**config.mk**
```make
export PLATFORM = sky130hd
export DESIGN_NAME = dac_mute_volume_control
export DESIGN_NICKNAME = d
export VERILOG_FILES = /design/src/hdl/dac_mute_pkg.sv /design/src/hdl/dac_mute_volume_control.sv /design/src/hdl/vol_scale.sv
export SDC_FILE = /design/constraint.sdc
export NUM_CORES = 2
export LEC_CHECK = 0
export ABC_AREA = 1
export ABC_CLOCK_PERIOD_IN_PS = 15300
export BUFFER_PORTS_ARGS = -buffer_cell sky130_fd_sc_hd__clkbuf_2
export CORE_MARGIN = 10
export CORE_UTILIZATION = 54
export DETAILED_ROUTE_END_ITERATION = 8
export PLACE_DENSITY = 0.76
export SLEW_MARGIN = 10
export SYNTH_ARGS = -nofsm -noshare
export SYNTH_HDL_FRONTEND = slang
export SYNTH_HIERARCHICAL = 1
export SYNTH_SLANG_ARGS = --single-unit
```
**constraint.sdc**
```tcl
create_clock -name clk_i -period 15.3 [get_ports clk_i]
set_input_delay 4.59 -clock clk_i [delete_from_list [all_inputs] [get_ports clk_i]]
set_output_delay 4.59 -clock clk_i [all_outputs]
set_load 0.05 [all_outputs]
```
**src/hdl/dac_mute_pkg.sv**
```systemverilog
package dac_mute_pkg;

  // ----------------------------------------------------------------
  // bus and sample widths
  // ----------------------------------------------------------------
  localparam int unsigned WB_ADR_W = 12;
  localparam int unsigned WB_DAT_W = 32;
  localparam int unsigned WB_SEL_W = 4;
  localparam int unsigned SAMPLE_W = 16;
  localparam int unsigned REG_W    = 8;
  localparam int unsigned IDX_LSB  = 2;
  localparam int unsigned IDX_MSB  = 9;

  // ----------------------------------------------------------------
  // register indices (byte address is four times the index)
  // ----------------------------------------------------------------
  localparam logic [7:0] IDX_POWER  = 8'h3F;
  localparam logic [7:0] IDX_SETUP2 = 8'h40;
  localparam logic [7:0] IDX_LVOL   = 8'h41;
  localparam logic [7:0] IDX_RVOL   = 8'h42;
  localparam logic [7:0] IDX_STATUS = 8'h50;

  // ----------------------------------------------------------------
  // field positions
  // ----------------------------------------------------------------
  localparam int unsigned POW_LEFT_BIT  = 7;
  localparam int unsigned POW_RIGHT_BIT = 6;
  localparam int unsigned RMOD_SEL_BIT  = 7;
  localparam int unsigned AMUTE_MSB     = 6;
  localparam int unsigned AMUTE_LSB     = 4;
  localparam int unsigned LMUTE_BIT     = 3;
  localparam int unsigned RMUTE_BIT     = 2;
  localparam int unsigned LINK_MSB      = 1;
  localparam int unsigned LINK_LSB      = 0;
  localparam int unsigned STAT_AMUTE_BIT = 0;
  localparam int unsigned STAT_RUN_LSB   = 16;

  // ----------------------------------------------------------------
  // reset values
  // ----------------------------------------------------------------
  localparam logic [7:0] SETUP2_RST = 8'h0C;
  localparam logic [7:0] VOL_RST    = 8'h00;
  localparam logic [1:0] POWER_RST  = 2'h0;

  // ----------------------------------------------------------------
  // modes and auto-mute run lengths
  // ----------------------------------------------------------------
  typedef enum logic [1:0] {
    LINK_NONE     = 2'h0,
    LINK_L_FROM_R = 2'h1,
    LINK_R_FROM_L = 2'h2,
    LINK_RSVD     = 2'h3
  } link_mode_t;

  localparam int unsigned RUN_W          = 13;
  localparam logic [2:0]  AMUTE_OFF      = 3'h0;
  localparam logic [12:0] AMUTE_BASE_RUN = 13'h0064;

  // ----------------------------------------------------------------
  // volume: 12 half-dB steps per octave, mantissa in q1.15
  // ----------------------------------------------------------------
  localparam logic [8:0] VOL_OFFSET    = 9'h090;
  localparam logic [8:0] VOL_STEPS_OCT = 9'h00C;
  localparam logic [4:0] VOL_SHIFT_BASE = 5'h1B;
  localparam logic [11:0][15:0] MANT_TABLE = {
    16'hF11C, 16'hE39F, 16'hD6E3, 16'hCADE, 16'hBF85, 16'hB4CE,
    16'hAAB1, 16'hA125, 16'h9821, 16'h8F9E, 16'h8796, 16'h8000
  };

endpackage : dac_mute_pkg

```
**src/hdl/dac_mute_volume_control.sv**
```systemverilog
// Notes on behaviour
// right powered down with select 0: right modulator outputs zero
// right powered down with select 1: right gets inverted left output
// auto-mute field bits 6:4, reset 000, 000 disables auto-mute
// codes 001..100 mute after 100, 200, 400, 800 constant inputs
// codes 101..111 mute after 1600, 3200, 6400 constant inputs
// a changed sample restarts the run count and releases auto-mute
// bit 3 mutes left when 1, resets to 1
// bit 2 mutes right when 1, resets to 1
// link field 00, reset value: each channel uses its own volume
// link field 01: left uses the right volume setting
// link field 10: right uses the left volume setting
// software must not write link code 11
// volume code is two's complement, half dB steps, up to +24dB
// code zero, the reset value, gives unity gain
// negative codes attenuate down to -63.5dB at 1000 0001
// software must not write codes 0x31..0x7F or 0x80
// right volume register uses the same coding and resets to zero
// per channel power bit, 1 up, 0 down, steers right modulator
`timescale 1ns/1ns
`default_nettype none
module dac_mute_volume_control
  import dac_mute_pkg::*;
#(
  parameter int unsigned W = SAMPLE_W
) (
  input  wire logic                clk_i,
  input  wire logic                rst_i,
  input  wire logic                wb_cyc_i,
  input  wire logic                wb_stb_i,
  input  wire logic                wb_we_i,
  input  wire logic [WB_ADR_W-1:0] wb_adr_i,
  input  wire logic [WB_SEL_W-1:0] wb_sel_i,
  input  wire logic [WB_DAT_W-1:0] wb_dat_i,
  output logic      [WB_DAT_W-1:0] wb_dat_o,
  output logic                     wb_ack_o,
  input  wire logic                smp_valid_i,
  input  wire logic [W-1:0]        smp_left_i,
  input  wire logic [W-1:0]        smp_right_i,
  output logic      [W-1:0]        dac_left_o,
  output logic      [W-1:0]        dac_right_o,
  output logic                     dac_valid_o,
  output logic                     auto_muted_o
);

  // ----------------------------------------------------------------
  // state
  // ----------------------------------------------------------------
  typedef struct packed {
    logic                ack;
    logic [WB_DAT_W-1:0] rdata;
    logic [1:0]          power;
    logic [REG_W-1:0]    setup;
    logic [REG_W-1:0]    lvol;
    logic [REG_W-1:0]    rvol;
    logic [W-1:0]        prev_l;
    logic [W-1:0]        prev_r;
    logic                prev_ok;
    logic [RUN_W-1:0]    run;
    logic                amute;
    logic [W-1:0]        out_l;
    logic [W-1:0]        out_r;
    logic                out_v;
  } state_t;

  state_t s_r;
  state_t s_nxt;

  logic       [W-1:0] scaled_l;
  logic       [W-1:0] scaled_r;
  logic       [7:0]   code_l;
  logic       [7:0]   code_r;
  link_mode_t         link;

  // ----------------------------------------------------------------
  // helpers
  // ----------------------------------------------------------------
  function automatic logic [RUN_W-1:0] run_limit(input logic [2:0] code);
    logic [2:0] k;
    k = code - 3'h1;
    // doubling run lengths
    // upper codes continue doubling
    run_limit = AMUTE_BASE_RUN << k;
  endfunction : run_limit

  function automatic logic [W-1:0] neg_sat(input logic [W-1:0] v);
    // most negative value has no positive twin; clip it
    if (v == {1'b1, {(W - 1){1'b0}}}) begin
      neg_sat = {1'b0, {(W - 1){1'b1}}};
    end else begin
      neg_sat = W'(-$signed(v));
    end
  endfunction : neg_sat

  // ----------------------------------------------------------------
  // volume selection and scaling
  // ----------------------------------------------------------------
  always_comb begin
    link   = link_mode_t'(s_r.setup[LINK_MSB:LINK_LSB]);
    code_l = s_r.lvol;
    code_r = s_r.rvol;
    unique case (link)
      // independent volumes
      LINK_NONE: begin
        code_l = s_r.lvol;
        code_r = s_r.rvol;
      end
      // left follows right
      LINK_L_FROM_R: begin
        code_l = s_r.rvol;
        code_r = s_r.rvol;
      end
      // right follows left
      LINK_R_FROM_L: begin
        code_l = s_r.lvol;
        code_r = s_r.lvol;
      end
      // reserved code falls back to independent
      LINK_RSVD: begin
        code_l = s_r.lvol;
        code_r = s_r.rvol;
      end
    endcase
  end

  // ----------------------------------------------------------------
  // per-channel gain stage
  // ----------------------------------------------------------------
  logic [1:0][W-1:0] chan_in;
  logic [1:0][W-1:0] chan_scaled;
  logic [1:0][7:0]   chan_code;

  assign chan_in[0]   = smp_left_i;
  assign chan_in[1]   = smp_right_i;
  assign chan_code[0] = code_l;
  assign chan_code[1] = code_r;
  assign scaled_l     = chan_scaled[0];
  assign scaled_r     = chan_scaled[1];

  // zero code is unity gain
  // same coding on the right
  for (genvar ch = 0; ch < 2; ch++) begin : g_chan
    vol_scale #(
      .W (W)
    ) u_scale (
      .sample_i (chan_in[ch]),
      .code_i   (chan_code[ch]),
      .sample_o (chan_scaled[ch])
    );
  end

  // ----------------------------------------------------------------
  // next state
  // ----------------------------------------------------------------
  logic             req;
  logic [7:0]       idx;
  logic             wr;
  logic             same;
  logic [RUN_W-1:0] run_new;
  logic             am_new;
  logic [2:0]       am_code;
  logic [W-1:0]     left_new;
  logic [W-1:0]     right_new;

  always_comb begin
    s_nxt     = s_r;
    req       = wb_cyc_i & wb_stb_i;
    idx       = wb_adr_i[IDX_MSB:IDX_LSB];
    wr        = req & s_r.ack & wb_we_i & wb_sel_i[0];
    am_code   = s_r.setup[AMUTE_MSB:AMUTE_LSB];
    same      = 1'b0;
    run_new   = s_r.run;
    am_new    = s_r.amute;
    left_new  = s_r.out_l;
    right_new = s_r.out_r;

    // single wait state: ack one cycle after the strobe, dropped after
    s_nxt.ack = req & ~s_r.ack;
    if (req & ~s_r.ack) begin
      unique case (idx)
        IDX_POWER: begin
          s_nxt.rdata = '0;
          s_nxt.rdata[POW_LEFT_BIT]  = s_r.power[1];
          s_nxt.rdata[POW_RIGHT_BIT] = s_r.power[0];
        end
        IDX_SETUP2: begin
          s_nxt.rdata = WB_DAT_W'(s_r.setup);
        end
        IDX_LVOL: begin
          s_nxt.rdata = WB_DAT_W'(s_r.lvol);
        end
        IDX_RVOL: begin
          s_nxt.rdata = WB_DAT_W'(s_r.rvol);
        end
        IDX_STATUS: begin
          s_nxt.rdata = '0;
          s_nxt.rdata[STAT_AMUTE_BIT] = s_r.amute;
          s_nxt.rdata[STAT_RUN_LSB +: RUN_W] = s_r.run;
        end
        default: begin
          s_nxt.rdata = '0;
        end
      endcase
    end

    // writes land on the edge where the master sees ack
    if (wr) begin
      unique case (idx)
        // channel power bits
        IDX_POWER: begin
          s_nxt.power = {wb_dat_i[POW_LEFT_BIT], wb_dat_i[POW_RIGHT_BIT]};
        end
        IDX_SETUP2: begin
          s_nxt.setup = wb_dat_i[REG_W-1:0];
        end
        IDX_LVOL: begin
          s_nxt.lvol = wb_dat_i[REG_W-1:0];
        end
        IDX_RVOL: begin
          s_nxt.rvol = wb_dat_i[REG_W-1:0];
        end
        default: begin
          s_nxt.power = s_r.power;
        end
      endcase
    end

    s_nxt.out_v = smp_valid_i;
    if (smp_valid_i) begin
      same = s_r.prev_ok & (smp_left_i == s_r.prev_l) & (smp_right_i == s_r.prev_r);
      // changed sample restarts run
      if (!same) begin
        run_new = '0;
      end else if (run_new != {RUN_W{1'b1}}) begin
        run_new = s_r.run + 1'b1;
      end
      // field 000 disables auto-mute
      if (am_code == AMUTE_OFF) begin
        am_new = 1'b0;
      end else begin
        // mute once the run count reaches the run length
        am_new = (run_new >= run_limit(am_code));
      end

      // left manual mute
      if (!s_r.power[1] || s_r.setup[LMUTE_BIT] || am_new) begin
        left_new = '0;
      end else begin
        left_new = scaled_l;
      end

      // right modulator steered by power
      if (s_r.power[0]) begin
        // right manual mute
        if (s_r.setup[RMUTE_BIT] || am_new) begin
          right_new = '0;
        end else begin
          right_new = scaled_r;
        end
      end else if (s_r.setup[RMOD_SEL_BIT]) begin
        // inverted left for differential mono
        right_new = neg_sat(left_new);
      end else begin
        // zero when powered down
        right_new = '0;
      end

      s_nxt.prev_l  = smp_left_i;
      s_nxt.prev_r  = smp_right_i;
      s_nxt.prev_ok = 1'b1;
      s_nxt.run     = run_new;
      s_nxt.amute   = am_new;
      s_nxt.out_l   = left_new;
      s_nxt.out_r   = right_new;
    end

    // a mode change to off releases mute without waiting for a sample
    if (am_code == AMUTE_OFF) begin
      s_nxt.amute = 1'b0;
    end
  end

  // ----------------------------------------------------------------
  // registers
  // ----------------------------------------------------------------
  always_ff @(posedge clk_i) begin
    if (rst_i) begin
      s_r.ack     <= 1'b0;
      s_r.rdata   <= '0;
      s_r.power   <= POWER_RST;
      s_r.setup   <= SETUP2_RST;
      s_r.lvol    <= VOL_RST;
      s_r.rvol    <= VOL_RST;
      s_r.prev_l  <= '0;
      s_r.prev_r  <= '0;
      s_r.prev_ok <= 1'b0;
      s_r.run     <= '0;
      s_r.amute   <= 1'b0;
      s_r.out_l   <= '0;
      s_r.out_r   <= '0;
      s_r.out_v   <= 1'b0;
    end else begin
      s_r <= s_nxt;
    end
  end

  // ----------------------------------------------------------------
  // outputs
  // ----------------------------------------------------------------
  assign wb_dat_o     = s_r.rdata;
  assign wb_ack_o     = s_r.ack;
  assign dac_left_o   = s_r.out_l;
  assign dac_right_o  = s_r.out_r;
  assign dac_valid_o  = s_r.out_v;
  assign auto_muted_o = s_r.amute;

endmodule : dac_mute_volume_control
`default_nettype wire

```
**src/hdl/vol_scale.sv**
```systemverilog
`timescale 1ns/1ns
`default_nettype none
module vol_scale
  import dac_mute_pkg::*;
#(
  parameter int unsigned W = SAMPLE_W
) (
  input  wire logic [W-1:0] sample_i,
  input  wire logic [7:0]   code_i,
  output logic      [W-1:0] sample_o
);

  logic        [8:0]    c;
  logic        [4:0]    q;
  logic        [3:0]    r;
  logic        [4:0]    sh;
  logic signed [W+16:0] prod;
  logic signed [W+31:0] ext;
  logic signed [W+31:0] res;
  logic signed [W+31:0] hi;
  logic signed [W+31:0] lo;

  always_comb begin
    // code plus offset is always positive, so wrap in 9 bits is safe
    c    = {code_i[7], code_i} + VOL_OFFSET;
    q    = 5'(c / VOL_STEPS_OCT);
    r    = 4'(c % VOL_STEPS_OCT);
    sh   = VOL_SHIFT_BASE - q;
    // two's complement gain
    // attenuation in half dB
    prod = $signed(sample_i) * $signed({1'b0, MANT_TABLE[r]});
    ext  = (W + 32)'(prod);
    res  = ext >>> sh;
    hi   = (W + 32)'($signed({1'b0, {(W - 1){1'b1}}}));
    lo   = (W + 32)'($signed({1'b1, {(W - 1){1'b0}}}));
    // gain above unity may overflow; clip rather than wrap
    if (res > hi) begin
      sample_o = {1'b0, {(W - 1){1'b1}}};
    end else if (res < lo) begin
      sample_o = {1'b1, {(W - 1){1'b0}}};
    end else begin
      sample_o = res[W-1:0];
    end
  end

endmodule : vol_scale
`default_nettype wire

```
* Word level (Yosys, flattened, before mapping) *
Memories as Yosys holds them, arrays and structs flattened.
Index checks and enable logic that the tools add are counted.

cells by class
  order comparisons = 7
  $mul = 2
  bitwise gates (word level) = 8
  div/mod/pow operators = 4
  add/subtract/negate cells = 7
  shifts and indexed selects = 3
  reduce and logical (&&, ||, !) cells = 13
  mux-type cells = 20
  equal/unequal tests = 12

operators with widths
  cell                   number
  $mux 16                12
  $pmux 29 s5            1
  $gt 48x16->1 const B   2
  $lt 48x16->1 const B   2
  $sshr 33x5->48         2
  $mul 16x17->33         2
  $mux 13                3
  $eq 16x16->1           2
  $eq 8x7->1 const B     4
  $pmux 8 s2             2
  $add 9x8->9 const B    2
  $div 9x4->9 const B    2
  $mod 9x4->9 const B    2
  $eq 16x16->1 const B   1
  $neg 16->16            1
  $add 13x1->13 const B  1
  $ge 13x13->1           1
  $ne 13x13->1 const B   1
  $shl 7x3->13 const A   1
  $lt 4x5->1 const B     2
  $sub 5x5->5 const A    2
  $eq 8x6->1 const B     1
  $reduce_and 2->1       4
  $and 1x1->1            7
  11 further kinds       16

word-level totals
  memory bits (read-only) = 512
  logic and storage cells = 92
  memories kept = 2
  register bits = 139
  output and inout port bits = 67

memory list
  name             depth  bits a word  rd ports  clocked after Yosys merged registers in  wr ports  RTL line         source
  (no name shown)  16     16           1         0                                        0         vol_scale.sv:31  prod = $signed(sample_i) * $signed({1'b0, MANT_TABLE[r]});
  (no name shown)  16     16           1         0                                        0         vol_scale.sv:31

* Logic depth before layout (Yosys ltp) *
  word-level depth = 18
  mapped depth = 79

* Modules after synthesis *
The synthesis kept the hierarchy.

by module, submodules not included
  module                         area each (um^2)  sequential area each (um^2)  cells an instance  times used
  vol_scale (g_chan[1].u_scale)  11392.2           0.0                          1663               1
  vol_scale (g_chan[0].u_scale)  11297.1           0.0                          1637               1
  dac_mute_volume_control        7659.8            2562.5                       1145               1

* Least setup slack after synthesis *
No wires, ideal clock.

  path kind = input to register
  start = input smp_left_i[4]
  end = register s_r (netlist bit dac_right_o[11])
  stages on the path = 44
  setup slack = 3.451 ns
  arrival = 11.783 ns
  path buffers = 3
  data required time = 15.234 ns
  library setup time = 0.066 ns
  cells stage by stage = inv_1 > clkbuf_1 > nor2_1 > fa_1 > inv_1 > fa_1 > fa_1 > fa_1 > inv_1 > fa_1 > inv_1 > fa_1 > inv_1 > ha_1 > nand2_1 > nor2_1 > nor3b_1 > nand2_1 > (+8 left out) > nand2_1 > nor2_1 > nand2_1 > nor2_1 > nand2_1 > nand2_1 > nand2_1 > nand2_2 > buf_6 > nand2_1 > o211ai_1 > nand2_2 > nor2_2 > nand2_2 > buf_6 > nand3_1 > nand2_1 > a21oi_2

between the ends
  elaborated cells on any way between the ends = 24
  those cells by class = add/sub: 1; mul: 1; order compare: 3; eq/ne: 2; shift: 1; mux: 12; bitwise: 2; reduce/logical: 2

RTL lines
  element                                      RTL line                                                      source
  start: declaration                           dac_mute_volume_control.sv:38                                 input wire logic [W-1:0] smp_left_i,
  $mul 16x17->33 (*)                           vol_scale.sv:31
  $sshr 33x5->48 (*)                           vol_scale.sv:33                                               res = ext >>> sh;
  $lt 48x16->1                                 vol_scale.sv:39                                               end else if (res < lo) begin
  $mux 16                                      vol_scale.sv:39
  $mux 16 (*)                                  vol_scale.sv:37                                               if (res > hi) begin
  named net scaled_l[8]                        dac_mute_volume_control.sv:69                                 logic [W-1:0] scaled_l;
  $mux 16 (*)                                  dac_mute_volume_control.sv:246                                if (!s_r.power[1] || s_r.setup[LMUTE_BIT] || am_new) begin
  $mux 16 (*)                                  dac_mute_volume_control.sv:229                                if (smp_valid_i) begin
  $neg 16->16 or $eq 16x16->1 (tied branches)  dac_mute_volume_control.sv:91, dac_mute_volume_control.sv:88
  $mux 16 (*)                                  dac_mute_volume_control.sv:88                                 if (v == {1'b1, {(W - 1){1'b0}}}) begin
  $mux 16 (*)                                  dac_mute_volume_control.sv:260                                end else if (s_r.setup[RMOD_SEL_BIT]) begin
  $mux 16 (*)                                  dac_mute_volume_control.sv:253                                if (s_r.power[0]) begin
  end signal: assignment                       dac_mute_volume_control.sv:303                                s_r <= s_nxt;
  end: declaration                             dac_mute_volume_control.sv:66                                 state_t s_r;

Mark *: on every way through the listed nets, which the timed path passes. The rest lies on a longest branch. The select of a mux whose other input is x is not followed.
A chain may end at the register's enable or synchronous reset.

* Final worst setup path *
  start = register s_r (netlist bit link[0])
  end = register s_r (netlist bit dac_right_o[5])

between the ends
  cells in the longest elaborated chain, start to end = 18
  elaborated cells on any way between the ends = 40
  those cells by class = add/sub: 5; mul: 2; div: 4; order compare: 4; eq/ne: 4; shift: 2; mux: 14; reduce/logical: 3; memory: 2

ends and longest elaborated chain
  element                                        RTL line                                                      source
  $eq 2x2->1 or $logic_not 2->1 (tied branches)  dac_mute_volume_control.sv:102                                unique case (link)
  $reduce_or 3->1 (no line)                      --
  $pmux 8 s2 (*)                                 dac_mute_volume_control.sv:102
  named net code_l[4]                            dac_mute_volume_control.sv:71                                 logic [7:0] code_l;
  $add 9x8->9 (*)                                vol_scale.sv:25                                               c = {code_i[7], code_i} + VOL_OFFSET;
  $mod 9x4->9                                    vol_scale.sv:27                                               r = 4'(c % VOL_STEPS_OCT);
  $mem_v2 16x16                                  --
  $mux 16 (not written as such)                  vol_scale.sv:31
  (+4 left out)                                  --
  $mux 16 (*)                                    vol_scale.sv:37
  named net scaled_l[3]                          dac_mute_volume_control.sv:69
  $mux 16 (*)                                    dac_mute_volume_control.sv:246
  $mux 16 (*)                                    dac_mute_volume_control.sv:229
  $neg 16->16 or $eq 16x16->1 (tied branches)    dac_mute_volume_control.sv:91, dac_mute_volume_control.sv:88
  $mux 16 (*)                                    dac_mute_volume_control.sv:88
  $mux 16 (*)                                    dac_mute_volume_control.sv:260
  $mux 16 (*)                                    dac_mute_volume_control.sv:253

Marks and branches as above.

==> impl_metrics.py <==
metrics = {
    "outcome": {
        "status": "finished clean",
    },
    "route": {
        "num_vias": 28300,
        "viasPerCell": 5.502,
        "drc": 0,
        "dr_wl_met3_mm": 6.811,
        "wl_per_cell_um": 16.71,
        "totalWireLength_mm": 85.98,
        "drt_iter0_markers": 2327,
        "firstDrtPassIters": 6,
        "met1_length_mm": 34.69,
        "antenna_left": 0,
        "dr_wl_met2_mm": 41.59,
        "highest_layer": "met5",
    },
    "sta": {
        "period_needed_ns": 13.97,
        "finalMaxSlewViolations": 0,
        "hold_violations": 0,
        "rsz0062_at_grt": "no",
        "layout_setup_ws_ns": 1.331,
        "post-route-period-util_pct": 91.30,
        "worst-slew-pin-transition_ns": 1.170,
        "setup_viol": 0,
        "fin_skew_ns": 0.01508,
        "max_freq_mhz": 71.59,
        "slew_headroom_pct": 21.68,
        "tns_ns": 0,
        "holdWs_ns": 0.4668,
    },
    "yosys": {
        "syn_area_um2": 30350,
        "synth_cell_types": 58,
        "synth_edf_count": 0,
        "netlist_instances": 4445,
        "yosys_warnings": 6,
        "ys_seq_area_share_pct": 8.443,
        "yosysTopAreaCellShare_pct": 25.73,
        "syn_area_per_cell_um2": 6.828,
        "synth.most_common_cell": "nand2_1",
        "synth_commonest_cells": "nand2_1 (966), inv_1 (824), nor2_1 (437)",
        "synthTopCellsByArea": "fa_1 (26%), nand2_1 (12%), ha_1 (11%)",
        "ys.flop_type": "dfxtp_1",
        "synthArstFlopShare_pct": 0,
        "ys_seq_elements": 128,
        "synth.largest_area_cell": "fa_1",
    },
    "clock_network": {
        "clk_latency_ns": 0.45,
        "cts_hold_buf": 0,
        "clock_path_buffers": 2,
        "postCtsSetupBuffers": 0,
        "cts_buffers": 17,
        "post_cts_resized": 0,
        "cts_root_buffer": "clkbuf_16",
        "clkTransAtPathRegs_ns": 0.07,
        "cts_tree": "done",
        "htree_levels": 4,
        "clock-sinks": 128,
    },
    "critical_path": {
        "worstSetupStartpointType": "register",
        "path_class": "reg2reg",
        "slowest_stage": "o21ai_0",
        "crit_family": "simple AND/OR/NAND/NOR gates",
        "worst-path-buf-inv": 6,
        "end_kind": "register",
        "ff2ff_path_depth": 57,
        "critPathMaxFanout": 43,
        "crit_cells": 57,
        "slowest_delay_ns": 0.73,
        "required_ns": 15.64,
        "cpMostUsedCell": "nand2_1",
        "cp.arrival_ns": 14.31,
    },
    "global_routing": {
        "grt_max_degree": 103,
        "grt.total_usage_pct": 26.04,
        "grt_pass1_wl_mm": 142.0,
        "grt_pass1_vias": 27790,
        "antenna_found_initial": 5,
        "grt.overflow.total": 0,
    },
    "die": {
        "fp.dieArea_um2": 66090,
        "dieWidth_um": 257.1,
        "ios": 153,
        "dieHeight_um": 257.1,
        "initial_utilization_pct": 54.77,
        "core_area_um2": 55420,
        "rows": 86,
    },
    "final_layout": {
        "fin_nets": 5132,
        "drive_above_1_share_pct": 7.512,
        "multiInputGateArea_um2": 23350,
        "fin_cells": 5144,
        "fillers": 5450,
        "utilization_pct": 56.68,
        "syn_to_final_growth_pct": 3.488,
        "seq_area_um2": 2562,
        "post-route-cell-area_um2": 31410,
    },
    "placed_design": {
        "placed_area_um2": 30760,
        "dp.cells": 5109,
        "port_buffers": 110,
        "pre_cts_slack_ns": 1.644,
        "gp_congestion": 0.9540,
        "place_hpwl_mm": 68.99,
    },
    "pwr": {
        "sw_frac_of_total_pct": 41.45,
        "power_frac_seq_pct": 25.5,
        "pwr_density_cell_nw_per_um2": 44.16,
        "power_leakage_nw": 16.58,
        "p_sw_mw": 0.5749,
        "comb_power_share_pct": 41.2,
        "vdd_drop_max_uv": 74.42,
        "intPower_mw": 0.8121,
        "power.share.clock_pct": 33.4,
        "p_total_mw": 1.387,
    },
    "min_path": {
        "min_path_type": "reg2reg",
        "hold_depth": 2,
    },
    "job": {
        "maxCapViolCount": 0,
    },
}
[cell type report]
type                    instances  share of cell area (%)
multi-input cells            3243                   74.36
inverters                     867                   10.36
flip-flops and latches        128                   8.159
well taps                     748                   2.980
repair buffers                123                   2.072
clock buffers                  17                   1.354
clock inverters                15                  0.6932
diodes                          3                 0.02390
[sequential cells by signal, summed over array words and instances (netlist names)]
name / cells
s_r: 67
auto_muted_o: 1
dac_left_o: 16
link: 2
wb_dat_o: 21
wb_ack_o: 1
dac_valid_o: 1
am_code: 3
dac_right_o: 16
[power by group through the flow]
stage / clock network [mW] / logic, mW / registers [mW]
final: 0.463 / 0.571 / 0.353
after global routing: 0.476 / 0.645 / 0.354
after CTS: 0.463 / 0.566 / 0.353
after detailed placement: 0 / 0.559 / 0.360
after global placement: 0 / 0.558 / 0.360
after floorplan: 0 / 0.428 / 0.359
[cells in the final DEF, fill, tap and decap left out, drive strengths merged, types with 14 or more instances in the layout]
cell type	Yosys	final
or2	20	20
o21ai	276	276
dfxtp	128	128
ha	276	276
nand2	1024	1024
nand4	32	32
buf	127	14
nand3	354	354
fa	390	390
xor2	33	33
a21oi	195	195
inv	857	865
xnor2	31	31
a31oi	16	16
clkbuf	90	126
o211ai	29	29
nor2	452	452
nor3	19	19
[routing by layer]
| metal | track usage [%] | vias up |
|---|---|---|
| met1 | 32.80 | 13350 |
| met4 | 8.694 | 6 |
| met3 | 4.081 | 206 |
| met2 | 44.74 | 1145 |
| met5 | 0 | - |
| li1 | - | 13590 |
[cells by family after synthesis]
family                   after synthesis  share of synthesized area (%)
AND/OR/NAND/NOR                     1933                          27.44
flip-flops                           128                          8.443
other                                  1                        0.01236
buffers and inverters               1084                          14.73
XOR/XNOR                              64                          1.847
adder cells (fa/ha/maj)              666                          37.10
AO/OA/AOI/OAI                        569                          10.43
[worst register-to-register path, delay by kind of cell, from the launching register on]
kind                     cells  cell delay, ns
adder cells (fa/ha/maj)      8            3.85
AO/OA/AOI/OAI                9            2.57
flip-flops                   1            0.30
buffers and inverters        6            1.20
AND/OR/NAND/NOR             34            5.93
[worst paths after layout]
kind                                   from                     endpoint  slack, ns
setup reg to reg       link[0]$_SDFFE_PP0P_  dac_right_o[5]$_SDFFE_PP0P_       1.33
hold reg to reg   wb_dat_o[28]$_SDFFE_PP0P_    wb_dat_o[28]$_SDFFE_PP0P_       0.47
hold / removal    wb_dat_o[28]$_SDFFE_PP0P_    wb_dat_o[28]$_SDFFE_PP0P_       0.47
setup / recovery       link[0]$_SDFFE_PP0P_  dac_right_o[5]$_SDFFE_PP0P_       1.33
(Power assumes the default switching activity.)
